`src/pkg/tsic_map.svh`:
```
`ifndef TSIC_MAP_SVH
`define TSIC_MAP_SVH

// Register byte offsets inside the 256-byte window.
`define TSIC_OFS_TRAP 8'h00
`define TSIC_OFS_ICTL2 8'h04
`define TSIC_OFS_ISTAT 8'h08
`define TSIC_OFS_IMASK 8'h0C

// Trap status and control one: flag positions.
`define TSIC_TRAP_ADDR_BIT 3
`define TSIC_TRAP_STK_BIT 2
`define TSIC_TRAP_CLK_BIT 1
`define TSIC_TRAP_RST 3'h0

// Interrupt control two: field positions and reset value.
`define TSIC_ICTL2_IRQEN_BIT 15
`define TSIC_ICTL2_DIS_BIT 14
`define TSIC_ICTL2_SOFTTRAP_BIT 13
`define TSIC_ICTL2_AIVT_BIT 8
`define TSIC_ICTL2_POL_LSB 0
`define TSIC_ICTL2_POL_MSB 3
`define TSIC_IRQEN_RST 1'h1
`define TSIC_POL_RST 4'h0

// Event status and mask layout.
`define TSIC_IST_EXT_LSB 0
`define TSIC_IST_EXT_MSB 3
`define TSIC_IST_ADDR_BIT 4
`define TSIC_IST_STK_BIT 5
`define TSIC_IST_CLK_BIT 6
`define TSIC_IST_SW_BIT 7
`define TSIC_IST_RST 8'h00
`define TSIC_IMASK_RST 8'h00

// Timed interrupt-disable counter.
`define TSIC_DIS_W 14
`define TSIC_DIS_RST 14'h0000

`endif

```
`src/pkg/tsic_pkg.sv`:
```
package tsic_pkg;

  typedef enum logic [3:0] {
    TSIC_BUS_IDLE = 4'b0001,
    TSIC_BUS_WR = 4'b0010,
    TSIC_BUS_RD_WAIT = 4'b0100,
    TSIC_BUS_RD_DONE = 4'b1000
  } tsic_bus_state_t;

  typedef logic [15:0] tsic_word_t;
  typedef logic [7:0] tsic_addr_t;
  typedef logic [3:0] tsic_ext_t;
  typedef logic [7:0] tsic_event_t;

endpackage : tsic_pkg

```
`src/verilog/tsic_top.sv`:
```
// Summary of operation
// (RULE1) Address fault event sets the address fault flag; otherwise it reads zero.
// (RULE2) Stack fault event sets the stack fault flag; otherwise it reads zero.
// (RULE3) Clock failure event sets the clock failure flag; otherwise it reads zero.
// (RULE4) Lowest bit of the trap status register always reads zero.
// (RULE5) Global enable resets to one; clearing blocks interrupts, traps still pass. Here only ext_irq_req is blocked; irq is not gated.
// (RULE6) Writing one to the software trap bit raises a software trap.
// (RULE7) Vector table select one picks the alternate table, zero the standard.
// (RULE8) Per input polarity bit: one detects falling edge, zero rising edge.
// (RULE9) Disable status bit is one while a timed disable runs, then clears.
// (RULE10) Trap flags stay set until written zero; unimplemented bits read zero.
//
// Chosen here: the AHB-Lite slave port and the register addresses.
`timescale 1ns/1ps
`default_nettype none
`include "tsic_map.svh"

module tsic_top (
  input wire logic hclk,
  input wire logic hresetn,
  input wire logic hsel,
  input wire logic [31:0] haddr,
  input wire logic [1:0] htrans,
  input wire logic hwrite,
  input wire logic [2:0] hsize,
  input wire logic hready,
  input wire logic [31:0] hwdata,
  output logic [31:0] hrdata,
  output logic hreadyout,
  output logic hresp,
  input wire logic addr_fault_evt,
  input wire logic stack_fault_evt,
  input wire logic clock_fail_evt,
  input wire logic dis_start,
  input wire logic [13:0] dis_cycles,
  input wire tsic_pkg::tsic_ext_t ext_irq_pin,
  output tsic_pkg::tsic_ext_t ext_irq_req,
  output logic [2:0] hard_trap_req,
  output logic software_trap_req,
  output logic alt_vector_table_select,
  output logic global_irq_enable,
  output logic disable_instr_active,
  output logic irq
);
  import tsic_pkg::*;

  logic reg_wr;
  logic reg_rd;
  tsic_addr_t reg_addr;
  tsic_word_t reg_wdata;
  logic [31:0] reg_rdata;
  tsic_ext_t edge_seen;

  logic [2:0] trap_q;
  logic [2:0] trap_d;
  logic irq_en_q;
  logic irq_en_d;
  logic soft_trap_q;
  logic soft_trap_d;
  logic aivt_q;
  logic aivt_d;
  tsic_ext_t pol_q;
  tsic_ext_t pol_d;
  logic [13:0] dis_cnt_q;
  logic [13:0] dis_cnt_d;
  tsic_event_t stat_q;
  tsic_event_t stat_d;
  tsic_event_t mask_q;
  tsic_event_t mask_d;
  tsic_ext_t ext_req_q;
  tsic_ext_t ext_req_d;
  logic [2:0] trap_req_q;
  logic [2:0] trap_req_d;
  logic [2:0] trap_evt;
  tsic_event_t events;
  tsic_word_t trap_word;
  tsic_word_t ictl2_word;
  logic wr_trap;
  logic wr_ictl2;
  logic wr_stat;
  logic wr_mask;

  tsic_ahb_slave u_bus (
    .hclk(hclk),
    .hresetn(hresetn),
    .hsel(hsel),
    .haddr(haddr),
    .htrans(htrans),
    .hwrite(hwrite),
    .hsize(hsize),
    .hready(hready),
    .hwdata(hwdata),
    .hrdata(hrdata),
    .hreadyout(hreadyout),
    .hresp(hresp),
    .reg_wr(reg_wr),
    .reg_rd(reg_rd),
    .reg_addr(reg_addr),
    .reg_wdata(reg_wdata),
    .reg_rdata(reg_rdata)
  );

  tsic_edge_detect u_edges (
    .hclk(hclk),
    .hresetn(hresetn),
    .pin(ext_irq_pin),
    .falling_sel(pol_q),
    .edge_seen(edge_seen)
  );

  assign wr_trap = reg_wr & (reg_addr == `TSIC_OFS_TRAP);
  assign wr_ictl2 = reg_wr & (reg_addr == `TSIC_OFS_ICTL2);
  assign wr_stat = reg_wr & (reg_addr == `TSIC_OFS_ISTAT);
  assign wr_mask = reg_wr & (reg_addr == `TSIC_OFS_IMASK);
  assign trap_evt = {addr_fault_evt, stack_fault_evt, clock_fail_evt};

  assign disable_instr_active = (dis_cnt_q != 14'h0000); // RULE9
  assign global_irq_enable = irq_en_q;
  assign software_trap_req = soft_trap_q; // RULE6
  assign alt_vector_table_select = aivt_q; // RULE7
  assign ext_irq_req = ext_req_q;
  assign hard_trap_req = trap_req_q;
  assign irq = |(stat_q & mask_q);

  always_comb begin
    events = 8'h00;
    events[`TSIC_IST_EXT_MSB:`TSIC_IST_EXT_LSB] = edge_seen;
    events[`TSIC_IST_ADDR_BIT] = addr_fault_evt;
    events[`TSIC_IST_STK_BIT] = stack_fault_evt;
    events[`TSIC_IST_CLK_BIT] = clock_fail_evt;
    // Decoded from the write itself so this process does not lean on the next one.
    events[`TSIC_IST_SW_BIT] = wr_ictl2 & reg_wdata[`TSIC_ICTL2_SOFTTRAP_BIT] & ~soft_trap_q;
  end

  always_comb begin
    trap_d = trap_q;
    irq_en_d = irq_en_q;
    soft_trap_d = soft_trap_q;
    aivt_d = aivt_q;
    pol_d = pol_q;
    mask_d = mask_q;
    stat_d = stat_q;
    dis_cnt_d = dis_cnt_q;
    // Writing one to a trap flag does nothing; a new event beats the clear.
    if (wr_trap) begin
      trap_d = trap_q & reg_wdata[`TSIC_TRAP_ADDR_BIT:`TSIC_TRAP_CLK_BIT]; // RULE10
    end
    trap_d = trap_d | trap_evt; // RULE1 RULE2 RULE3
    if (wr_ictl2) begin
      irq_en_d = reg_wdata[`TSIC_ICTL2_IRQEN_BIT];
      soft_trap_d = reg_wdata[`TSIC_ICTL2_SOFTTRAP_BIT]; // RULE6
      aivt_d = reg_wdata[`TSIC_ICTL2_AIVT_BIT]; // RULE7
      pol_d = reg_wdata[`TSIC_ICTL2_POL_MSB:`TSIC_ICTL2_POL_LSB]; // RULE8
    end
    if (wr_mask) begin
      mask_d = reg_wdata[7:0];
    end
    if (wr_stat) begin
      stat_d = stat_q & ~reg_wdata[7:0];
    end
    stat_d = stat_d | events;
    if (dis_start && (dis_cycles != 14'h0000)) begin
      dis_cnt_d = dis_cycles; // RULE9
    end else if (dis_cnt_q != 14'h0000) begin
      dis_cnt_d = dis_cnt_q - 14'h0001;
    end
    // External requests are held off by the global enable and a running disable; irq is not.
    ext_req_d = edge_seen & {4{irq_en_q & ~disable_instr_active}}; // RULE5
    trap_req_d = trap_evt; // RULE5
  end

  always_ff @(posedge hclk or negedge hresetn) begin
    if (!hresetn) begin
      trap_q <= `TSIC_TRAP_RST;
      irq_en_q <= `TSIC_IRQEN_RST; // RULE5
      soft_trap_q <= 1'h0;
      aivt_q <= 1'h0;
      pol_q <= `TSIC_POL_RST;
      mask_q <= `TSIC_IMASK_RST;
      stat_q <= `TSIC_IST_RST;
      dis_cnt_q <= `TSIC_DIS_RST;
      ext_req_q <= 4'h0;
      trap_req_q <= 3'h0;
    end else begin
      trap_q <= trap_d;
      irq_en_q <= irq_en_d;
      soft_trap_q <= soft_trap_d;
      aivt_q <= aivt_d;
      pol_q <= pol_d;
      mask_q <= mask_d;
      stat_q <= stat_d;
      dis_cnt_q <= dis_cnt_d;
      ext_req_q <= ext_req_d;
      trap_req_q <= trap_req_d;
    end
  end

  always_comb begin
    trap_word = 16'h0000;
    trap_word[`TSIC_TRAP_ADDR_BIT:`TSIC_TRAP_CLK_BIT] = trap_q; // RULE4 RULE10
    ictl2_word = 16'h0000;
    ictl2_word[`TSIC_ICTL2_IRQEN_BIT] = irq_en_q;
    ictl2_word[`TSIC_ICTL2_DIS_BIT] = disable_instr_active;
    ictl2_word[`TSIC_ICTL2_SOFTTRAP_BIT] = soft_trap_q;
    ictl2_word[`TSIC_ICTL2_AIVT_BIT] = aivt_q;
    ictl2_word[`TSIC_ICTL2_POL_MSB:`TSIC_ICTL2_POL_LSB] = pol_q;
    unique case (reg_addr)
      `TSIC_OFS_TRAP: reg_rdata = {16'h0000, trap_word};
      `TSIC_OFS_ICTL2: reg_rdata = {16'h0000, ictl2_word};
      `TSIC_OFS_ISTAT: reg_rdata = {24'h000000, stat_q};
      `TSIC_OFS_IMASK: reg_rdata = {24'h000000, mask_q};
      default: reg_rdata = 32'h00000000;
    endcase
  end
endmodule : tsic_top

`default_nettype wire

```
`src/verilog/tsic_edge_detect.sv`:
```
`timescale 1ns/1ps
`default_nettype none

module tsic_edge_detect (
  input wire logic hclk,
  input wire logic hresetn,
  input wire tsic_pkg::tsic_ext_t pin,
  input wire tsic_pkg::tsic_ext_t falling_sel,
  output tsic_pkg::tsic_ext_t edge_seen
);
  import tsic_pkg::*;

  tsic_ext_t prev_q;
  tsic_ext_t prev_d;

  always_comb begin
    prev_d = pin;
  end

  always_ff @(posedge hclk or negedge hresetn) begin
    if (!hresetn) begin
      prev_q <= 4'h0;
    end else begin
      prev_q <= prev_d;
    end
  end

  // A pin already high at reset release reports one rising edge.
  genvar i;
  generate
    for (i = 0; i < 4; i++) begin : g_pin
      assign edge_seen[i] = falling_sel[i] ? (prev_q[i] & ~pin[i]) // RULE8
                                           : (~prev_q[i] & pin[i]);
    end
  endgenerate

endmodule : tsic_edge_detect

`default_nettype wire

```
`src/verilog/tsic_ahb_slave.sv`:
```
`timescale 1ns/1ps
`default_nettype none

module tsic_ahb_slave (
  input wire logic hclk,
  input wire logic hresetn,
  input wire logic hsel,
  input wire logic [31:0] haddr,
  input wire logic [1:0] htrans,
  input wire logic hwrite,
  input wire logic [2:0] hsize,
  input wire logic hready,
  input wire logic [31:0] hwdata,
  output logic [31:0] hrdata,
  output logic hreadyout,
  output logic hresp,
  output logic reg_wr,
  output logic reg_rd,
  output tsic_pkg::tsic_addr_t reg_addr,
  output tsic_pkg::tsic_word_t reg_wdata,
  input wire logic [31:0] reg_rdata
);
  import tsic_pkg::*;

  tsic_bus_state_t state_q;
  tsic_bus_state_t state_d;
  tsic_addr_t addr_q;
  tsic_addr_t addr_d;
  logic [31:0] rdata_q;
  logic [31:0] rdata_d;
  logic take;

  // Only word accesses are expected; hsize is not checked.
  assign take = hsel & htrans[1] & hready;
  assign hreadyout = (state_q != TSIC_BUS_RD_WAIT);
  assign hresp = 1'b0;
  assign hrdata = rdata_q;
  assign reg_addr = addr_q;
  assign reg_wdata = hwdata[15:0];
  assign reg_wr = (state_q == TSIC_BUS_WR);
  assign reg_rd = (state_q == TSIC_BUS_RD_WAIT);

  // Reads take one wait state so that a write just ahead is already visible.
  always_comb begin
    state_d = state_q;
    addr_d = addr_q;
    rdata_d = rdata_q;
    if (state_q == TSIC_BUS_RD_WAIT) begin
      rdata_d = reg_rdata;
      state_d = TSIC_BUS_RD_DONE;
    end else if (take) begin
      addr_d = (haddr[31:8] == 24'h000000) ? haddr[7:0] : 8'hFF;
      state_d = hwrite ? TSIC_BUS_WR : TSIC_BUS_RD_WAIT;
    end else begin
      state_d = TSIC_BUS_IDLE;
    end
  end

  always_ff @(posedge hclk or negedge hresetn) begin
    if (!hresetn) begin
      state_q <= TSIC_BUS_IDLE;
      addr_q <= 8'h00;
      rdata_q <= 32'h00000000;
    end else begin
      state_q <= state_d;
      addr_q <= addr_d;
      rdata_q <= rdata_d;
    end
  end

endmodule : tsic_ahb_slave

`default_nettype wire

```
`config.mk`:
```
export PLATFORM = sky130hd
export DESIGN_NAME = tsic_top
export DESIGN_NICKNAME = d
export VERILOG_FILES = /design/src/pkg/tsic_pkg.sv /design/src/verilog/tsic_top.sv /design/src/verilog/tsic_edge_detect.sv /design/src/verilog/tsic_ahb_slave.sv
export VERILOG_INCLUDE_DIRS = /design/src /design/src/pkg
export SDC_FILE = /design/constraint.sdc
export NUM_CORES = 1
export LEC_CHECK = 0
export BUFFER_PORTS_ARGS = -buffer_cell sky130_fd_sc_hd__buf_2
export CAP_MARGIN = 5
export CELL_PAD_IN_SITES_DETAIL_PLACEMENT = 0
export CELL_PAD_IN_SITES_GLOBAL_PLACEMENT = 1
export CORE_UTILIZATION = 30
export DETAILED_ROUTE_END_ITERATION = 7
export HOLD_SLACK_MARGIN = 0.02
export PLACE_DENSITY = 0.74
export SKIP_CTS_REPAIR_TIMING = 1
export SYNTH_ARGS = -nofsm -noshare
export SYNTH_HDL_FRONTEND = slang
export SYNTH_SLANG_ARGS = --single-unit
```
`constraint.sdc`:
```
create_clock -name hclk -period 5.2 [get_ports hclk]
set_clock_uncertainty 0.15 [all_clocks]
set_input_delay 0.26 -clock hclk [delete_from_list [all_inputs] [get_ports hclk]]
set_output_delay 0.26 -clock hclk [all_outputs]
set_load 0.05 [all_outputs]
```
==> Word level (Yosys, flattened, before mapping) <==
Index checks and enable logic that the tools add are counted.
{ "totals": {"reg_bits": 95, "inputBits": 96, "output_inout_bits": 46, "word_cells": 77} }
{ "op_classes": {"addsub": 1, "n_eq_ne": 6, "mux": 13, "bitwise": 35, "n_reduce_logical": 8} }
{ "op_table": {"columns": ["cell", "count"], "rows": [
  ["$pmux W16 S4", 1],
  ["$mux W14", 2],
  ["$reduce_bool A14 Y1", 2],
  ["$logic_not A24 Y1", 1],
  ["$and A1 B1 Y1", 17],
  ["$and A8 B8 Y8", 2],
  ["$eq A8 B4 Y1 const B", 2],
  ["$mux W8", 2],
  ["$sub A14 B1 Y14 const B", 1],
  ["$not A1 Y1", 11],
  ["$eq A8 B3 Y1 const B", 1],
  ["$logic_not A8 Y1", 1],
  ["$mux W4", 2],
  ["$not A8 Y8", 1],
  ["$or A8 B8 Y8", 1],
  ["$reduce_or A8 Y1", 1],
  ["$mux W3", 2],
  ["$and A4 B4 Y4", 1],
  ["$eq A4 B2 Y1 const B", 1],
  ["$eq A4 B3 Y1 const B", 1],
  ["$mux W1", 4],
  ["$ne A4 B3 Y1 const B", 1],
  ["$and A3 B3 Y3", 1],
  ["$or A3 B3 Y3", 1],
  ["other kinds (3)", 3]
]} }

==> Depth between registers and ports, before layout <==
{ "depth": {"ltp_word": 5, "mapped_depth": 7, "mapped_depth_nobuf": 6} }

==> By module <==
A second synthesis with hierarchy kept.
{ "unflattened": {"hier_cells": 435, "area_unflattened_um2": 4468.0} }
{ "modules_own_cells": {"columns": ["module", "instances", "cells_per_inst", "area_each_um2", "seq_area_each_um2"], "rows": [
  ["tsic_top", 1, 210, 2402.3, 1177.4],
  ["tsic_ahb_slave", 1, 209, 1879.3, 1102.3],
  ["tsic_edge_detect", 1, 16, 186.4, 100.1]
]} }

==> Worst setup path after synthesis <==
Ideal clock, no wire load.
{ "synth_timing": {"path_kind": "register to register", "from": "reg u_bus.addr_q[1], in the netlist u_bus.reg_addr[1]", "to": "reg mask_q[0]", "setup_time_ns": 0.125, "arrival_time_ns": 1.930, "setup_slack_ns": 2.995, "path_stages_with_launch": 6, "period_less_slack_ns": 2.205, "path_cell_list": "dfrtp_1 or4_4 or2_1 buf_2 nor3_4 mux2_2"} }
{ "synth_via": {"elab_chain_len": 2} }
{ "synth_lines": {"columns": ["item", "line", "source"], "rows": [
  ["from (decl)", "tsic_ahb_slave.sv:27", "tsic_addr_t addr_q;"],
  ["from (signal assigned)", "tsic_ahb_slave.sv:66", "addr_q <= addr_d;"],
  ["$eq A8 B4 Y1", null, null],
  ["$and A1 B1 Y1", "tsic_top.sv:114", "assign wr_mask = reg_wr & (reg_addr == `TSIC_OFS_IMASK);"],
  ["to (signal assigned)", "tsic_top.sv:179", "mask_q <= `TSIC_IMASK_RST;"],
  ["to (signal assigned)", "tsic_top.sv:190", "mask_q <= mask_d;"],
  ["to (decl)", "tsic_top.sv:68", "tsic_event_t mask_q;"]
]} }
Every way passes these cells.
A chain may end at the register's enable or synchronous reset.

==> Worst setup path after layout <==
{ "layout_timing": {"from": "reg dis_cnt_q[2]", "to": "out disable_instr_active"} }
{ "layout_via": {"elab_chain_len": 1} }
{ "layout_lines": {"columns": ["item", "line", "source"], "rows": [
  ["from (decl)", "tsic_top.sv:64", "logic [13:0] dis_cnt_q;"],
  ["from (signal assigned)", "tsic_top.sv:181", "dis_cnt_q <= `TSIC_DIS_RST;"],
  ["from (signal assigned)", "tsic_top.sv:192", "dis_cnt_q <= dis_cnt_d;"],
  ["$reduce_bool A14 Y1", "tsic_top.sv:117", "assign disable_instr_active = (dis_cnt_q != 14'h0000);"],
  ["to (decl)", "tsic_top.sv:42", "output logic disable_instr_active,"]
]} }
Every way passes these cells.

==> run_results.csv <==
group,metric,value,unit
global_routing,grt_antenna_before_repair,0,
yosys,synth_edf_count,0,
drt,drtIter0Drc,157,
setup_path,crit_fanout,12,
clocking,clk-insertion-delay-late,0.33,ns
clocking,htreeDepth,3,
sta,hold_viol,2,
setup_path,startpoint_type,"flop",
layout,utilization,0.391,
yosys,ys_types,46,
setup_path,path_class,"flop to primary output",
yosys,yosys_warnings,0,
setup_path,crit_chain,"nor3_1 > and4_1 > inv_1 > buf_2",
drt,routedWlPerCell,14.6,µm
yosys,synth_seq_cells,75,
drt,dr.pass1.iters,4,
yosys,synth_area_leaders,"dfrtp_1 (51%), mux2_2 (4.7%), buf_4 (4.4%)",
yosys,synth_common_cells,"dfrtp_1 (73), nand2_1 (33), nor2_1 (32)",
power_and_ir_drop,leakagePower,2.11,nW
layout,nets,544,
layout,syn2layout_area_growth,26.1,%
yosys,netlist_area,3560,µm²
place,hpwlAfterDp,6.24,mm
run,max_cap_viol_count,0,
floorplanning,fp.dieArea,12300,µm²
yosys,synth-adder-area-share,0.00703,
yosys,avgSynthCellArea,10.5,µm²
yosys,synthArstFlopShare,1.00,
sta,whs,-0.000764,ns
worst_hold_path,worstHoldStart,"dis_cycles[5]",
global_routing,gr-usage-all-layers,0.147,
floorplanning,die_w,111,µm
drt,vias_per_cell,4.72,
sta,setup-tns-final,0,ns
clocking,clockBufferDepth,2,
sta,clock.fmax,378,MHz
sta,slew_viol_final,0,
global_routing,grt_start_max_net_pins,76,
setup_path,cpMaxStageDelayCell,"and4_1",
yosys,syn_inst,338,
yosys,synth_top_family_by_area,"simple AND/OR/NAND/NOR gates",
sta,period_share,0.509,
global_routing,grt_pass1_vias,2796,
setup_path,required,4.79,ns
yosys,synthDominantCellAreaShare,0.513,
clocking,cts_sinks,75,
floorplanning,rows,39,
power_and_ir_drop,power_density,298,nW/µm²
layout,num_antenna_cells,0,
yosys,synth_ff_type,"dfrtp_1",
sta,slew_headroom,0.226,
sta,finalCriticalPeriod,2.65,ns
yosys,synth_most_common_cell,"dfrtp_1",
setup_path,endpoint,"disable_instr_active",
layout,drive_gt1_frac,0.299,
yosys,synth_compound_area_frac,0.0999,
clocking,root_buffer,"clkbuf_16",
setup_path,arrival,2.24,ns
worst_hold_path,hp-class,"input pin to flop",
setup_path,reg2reg_setup_slack,2.60,ns
clocking,clk_pin_slew_worst_paths,0.06,ns
setup_path,end_kind,"primary output",
run_status,status,"finished with violations",
sta,setup_viol,0,
run_status,violations,"negative hold slack",
drt,routed_wl,8.66,mm
drt,vias,2804,
setup_path,r2r_start,"u_bus.reg_addr[1]",
sta,rsz0062_at_grt,"false",
sta,tightest_slew,1.15,ns
layout,nFillCells,1167,
yosys,synth.area.mux_share,0.0868,
drt,ant_nets,0,
clocking,cts_made_buffers,9,
drt,drc,0,
setup_path,cp-startpoint,"dis_cnt_q[2]",
place,portBuffers,95,
yosys,synthSimpleGateAreaFrac,0.179,
yosys,synth-seq-area-share,0.528,
yosys,yosysTopAreaCell,"dfrtp_1",
place,gp_congestion,0.815,
setup_path,rr_worst_depth,4,
clocking,cts_tree,"built",
floorplanning,coreArea,11500,µm²
floorplanning,io_pins,142,
floorplanning,start_util,0.310,
power_and_ir_drop,peakVddDrop,0.179,mV
floorplanning,die_h,111,µm
global_routing,grt_pass1_wl,14.1,mm
setup_path,cp_slowest_stage_delay,0.59,ns
global_routing,overflow,0,
yosys,synth-xor-area-share,0.0295,
setup_path,r2r-end,"u_bus.hrdata[7]",
## per-stage QoR
step	hold WS (ns)	total power, mW	instances	worst slack, ns	cell area (µm²)
after detailed placement	0.248	0.769	567	2.60	4100
final	-0.000764	1.34	594	2.55	4490
after floorplan	-0.186	0.723	358	3.00	3630
after global routing	0.0233	1.40	594	2.38	4490
after CTS	-0.103	1.35	583	2.51	4380
after global placement	0.247	0.766	567	2.62	4100
## area by class of cell
class                           count  area [µm²]  area share
Clock inverter                      4        26.3     0.00586
Timing Repair Buffer              107         596       0.133
Multi-Input combinational cell    240        1510       0.337
Clock buffer                       12         246      0.0549
Inverter                           13        48.8      0.0109
Sequential cell                    75        1880       0.419
Tap cell                          143         179      0.0399
## how the worst min path moves through the flow
stage,endpoint,cells after the start
finish,dis_cnt_q[5],3
global route,mask_q[7],2
CTS,u_edges.prev_q[0],1
detailed placement,u_edges.prev_q[0],1
global placement,u_edges.prev_q[3],1
floorplan,alt_vector_table_select,0
## power by group
part / switching [mW] / total [mW] / internal [mW]
registers: 0.0173 / 0.619 / 0.601
clock network: 0.238 / 0.574 / 0.335
logic: 0.0937 / 0.146 / 0.0523
total: 0.349 / 1.34 / 0.989
## logic make-up (layout without fill, tap and decap cells)
group,after synthesis,after routing
and+or+nand+nor,124,124
xor gates and xnor gates,12,12
muxes,25,25
DFF,75,75
other,1,21
adders and majority gates,2,2
AOI/OAI and AO/OA,56,56
buffers and inverters,43,136
## critical path: cells and delay by family (launching register included)
kind	cells	cell delay, ns
buffers and inverters	2	0.35
DFF	1	0.43
and+or+nand+nor	2	1.12
## layer usage
layer | share of wire | vias to the layer above | global-route usage
met1 | 0.46 | 1352 | 0.186
met4 | 0.0094 | 0 | 0.0418
li1 | - | 1368 | -
met2 | 0.48 | 75 | 0.244
met3 | 0.048 | 9 | 0.0426
met5 | 0 | - | 0
## sequential cells by signal (all words and copies together) (netlist names)
name and count:
dis_cnt_q 14, u_bus.hrdata 12, mask_q 8, stat_q 8, u_bus.reg_addr 8, ext_irq_req 4
pol_q 4, u_bus.state_q 4, u_edges.prev_q 4, hard_trap_req 3, trap_q 3, alt_vector_table_select 1
global_irq_enable 1, software_trap_req 1
## cells in the final DEF (no fill, tap or decap), drive strengths merged, types with 5 or more instances in the layout
cell type and count:
mux2i 5, nand2 33, o21ai 19, xor2 8
dlygate4sd3 11, clkbuf 12, o31ai 6, nand2b 5
mux2 17, nor2b 5, conb 21, buf 96
inv 13, nand3 8, a21oi 12, nor2 32
nor3 7, dfrtp 73, nor4 13
Note: power is estimated with default switching activity, not from simulation.
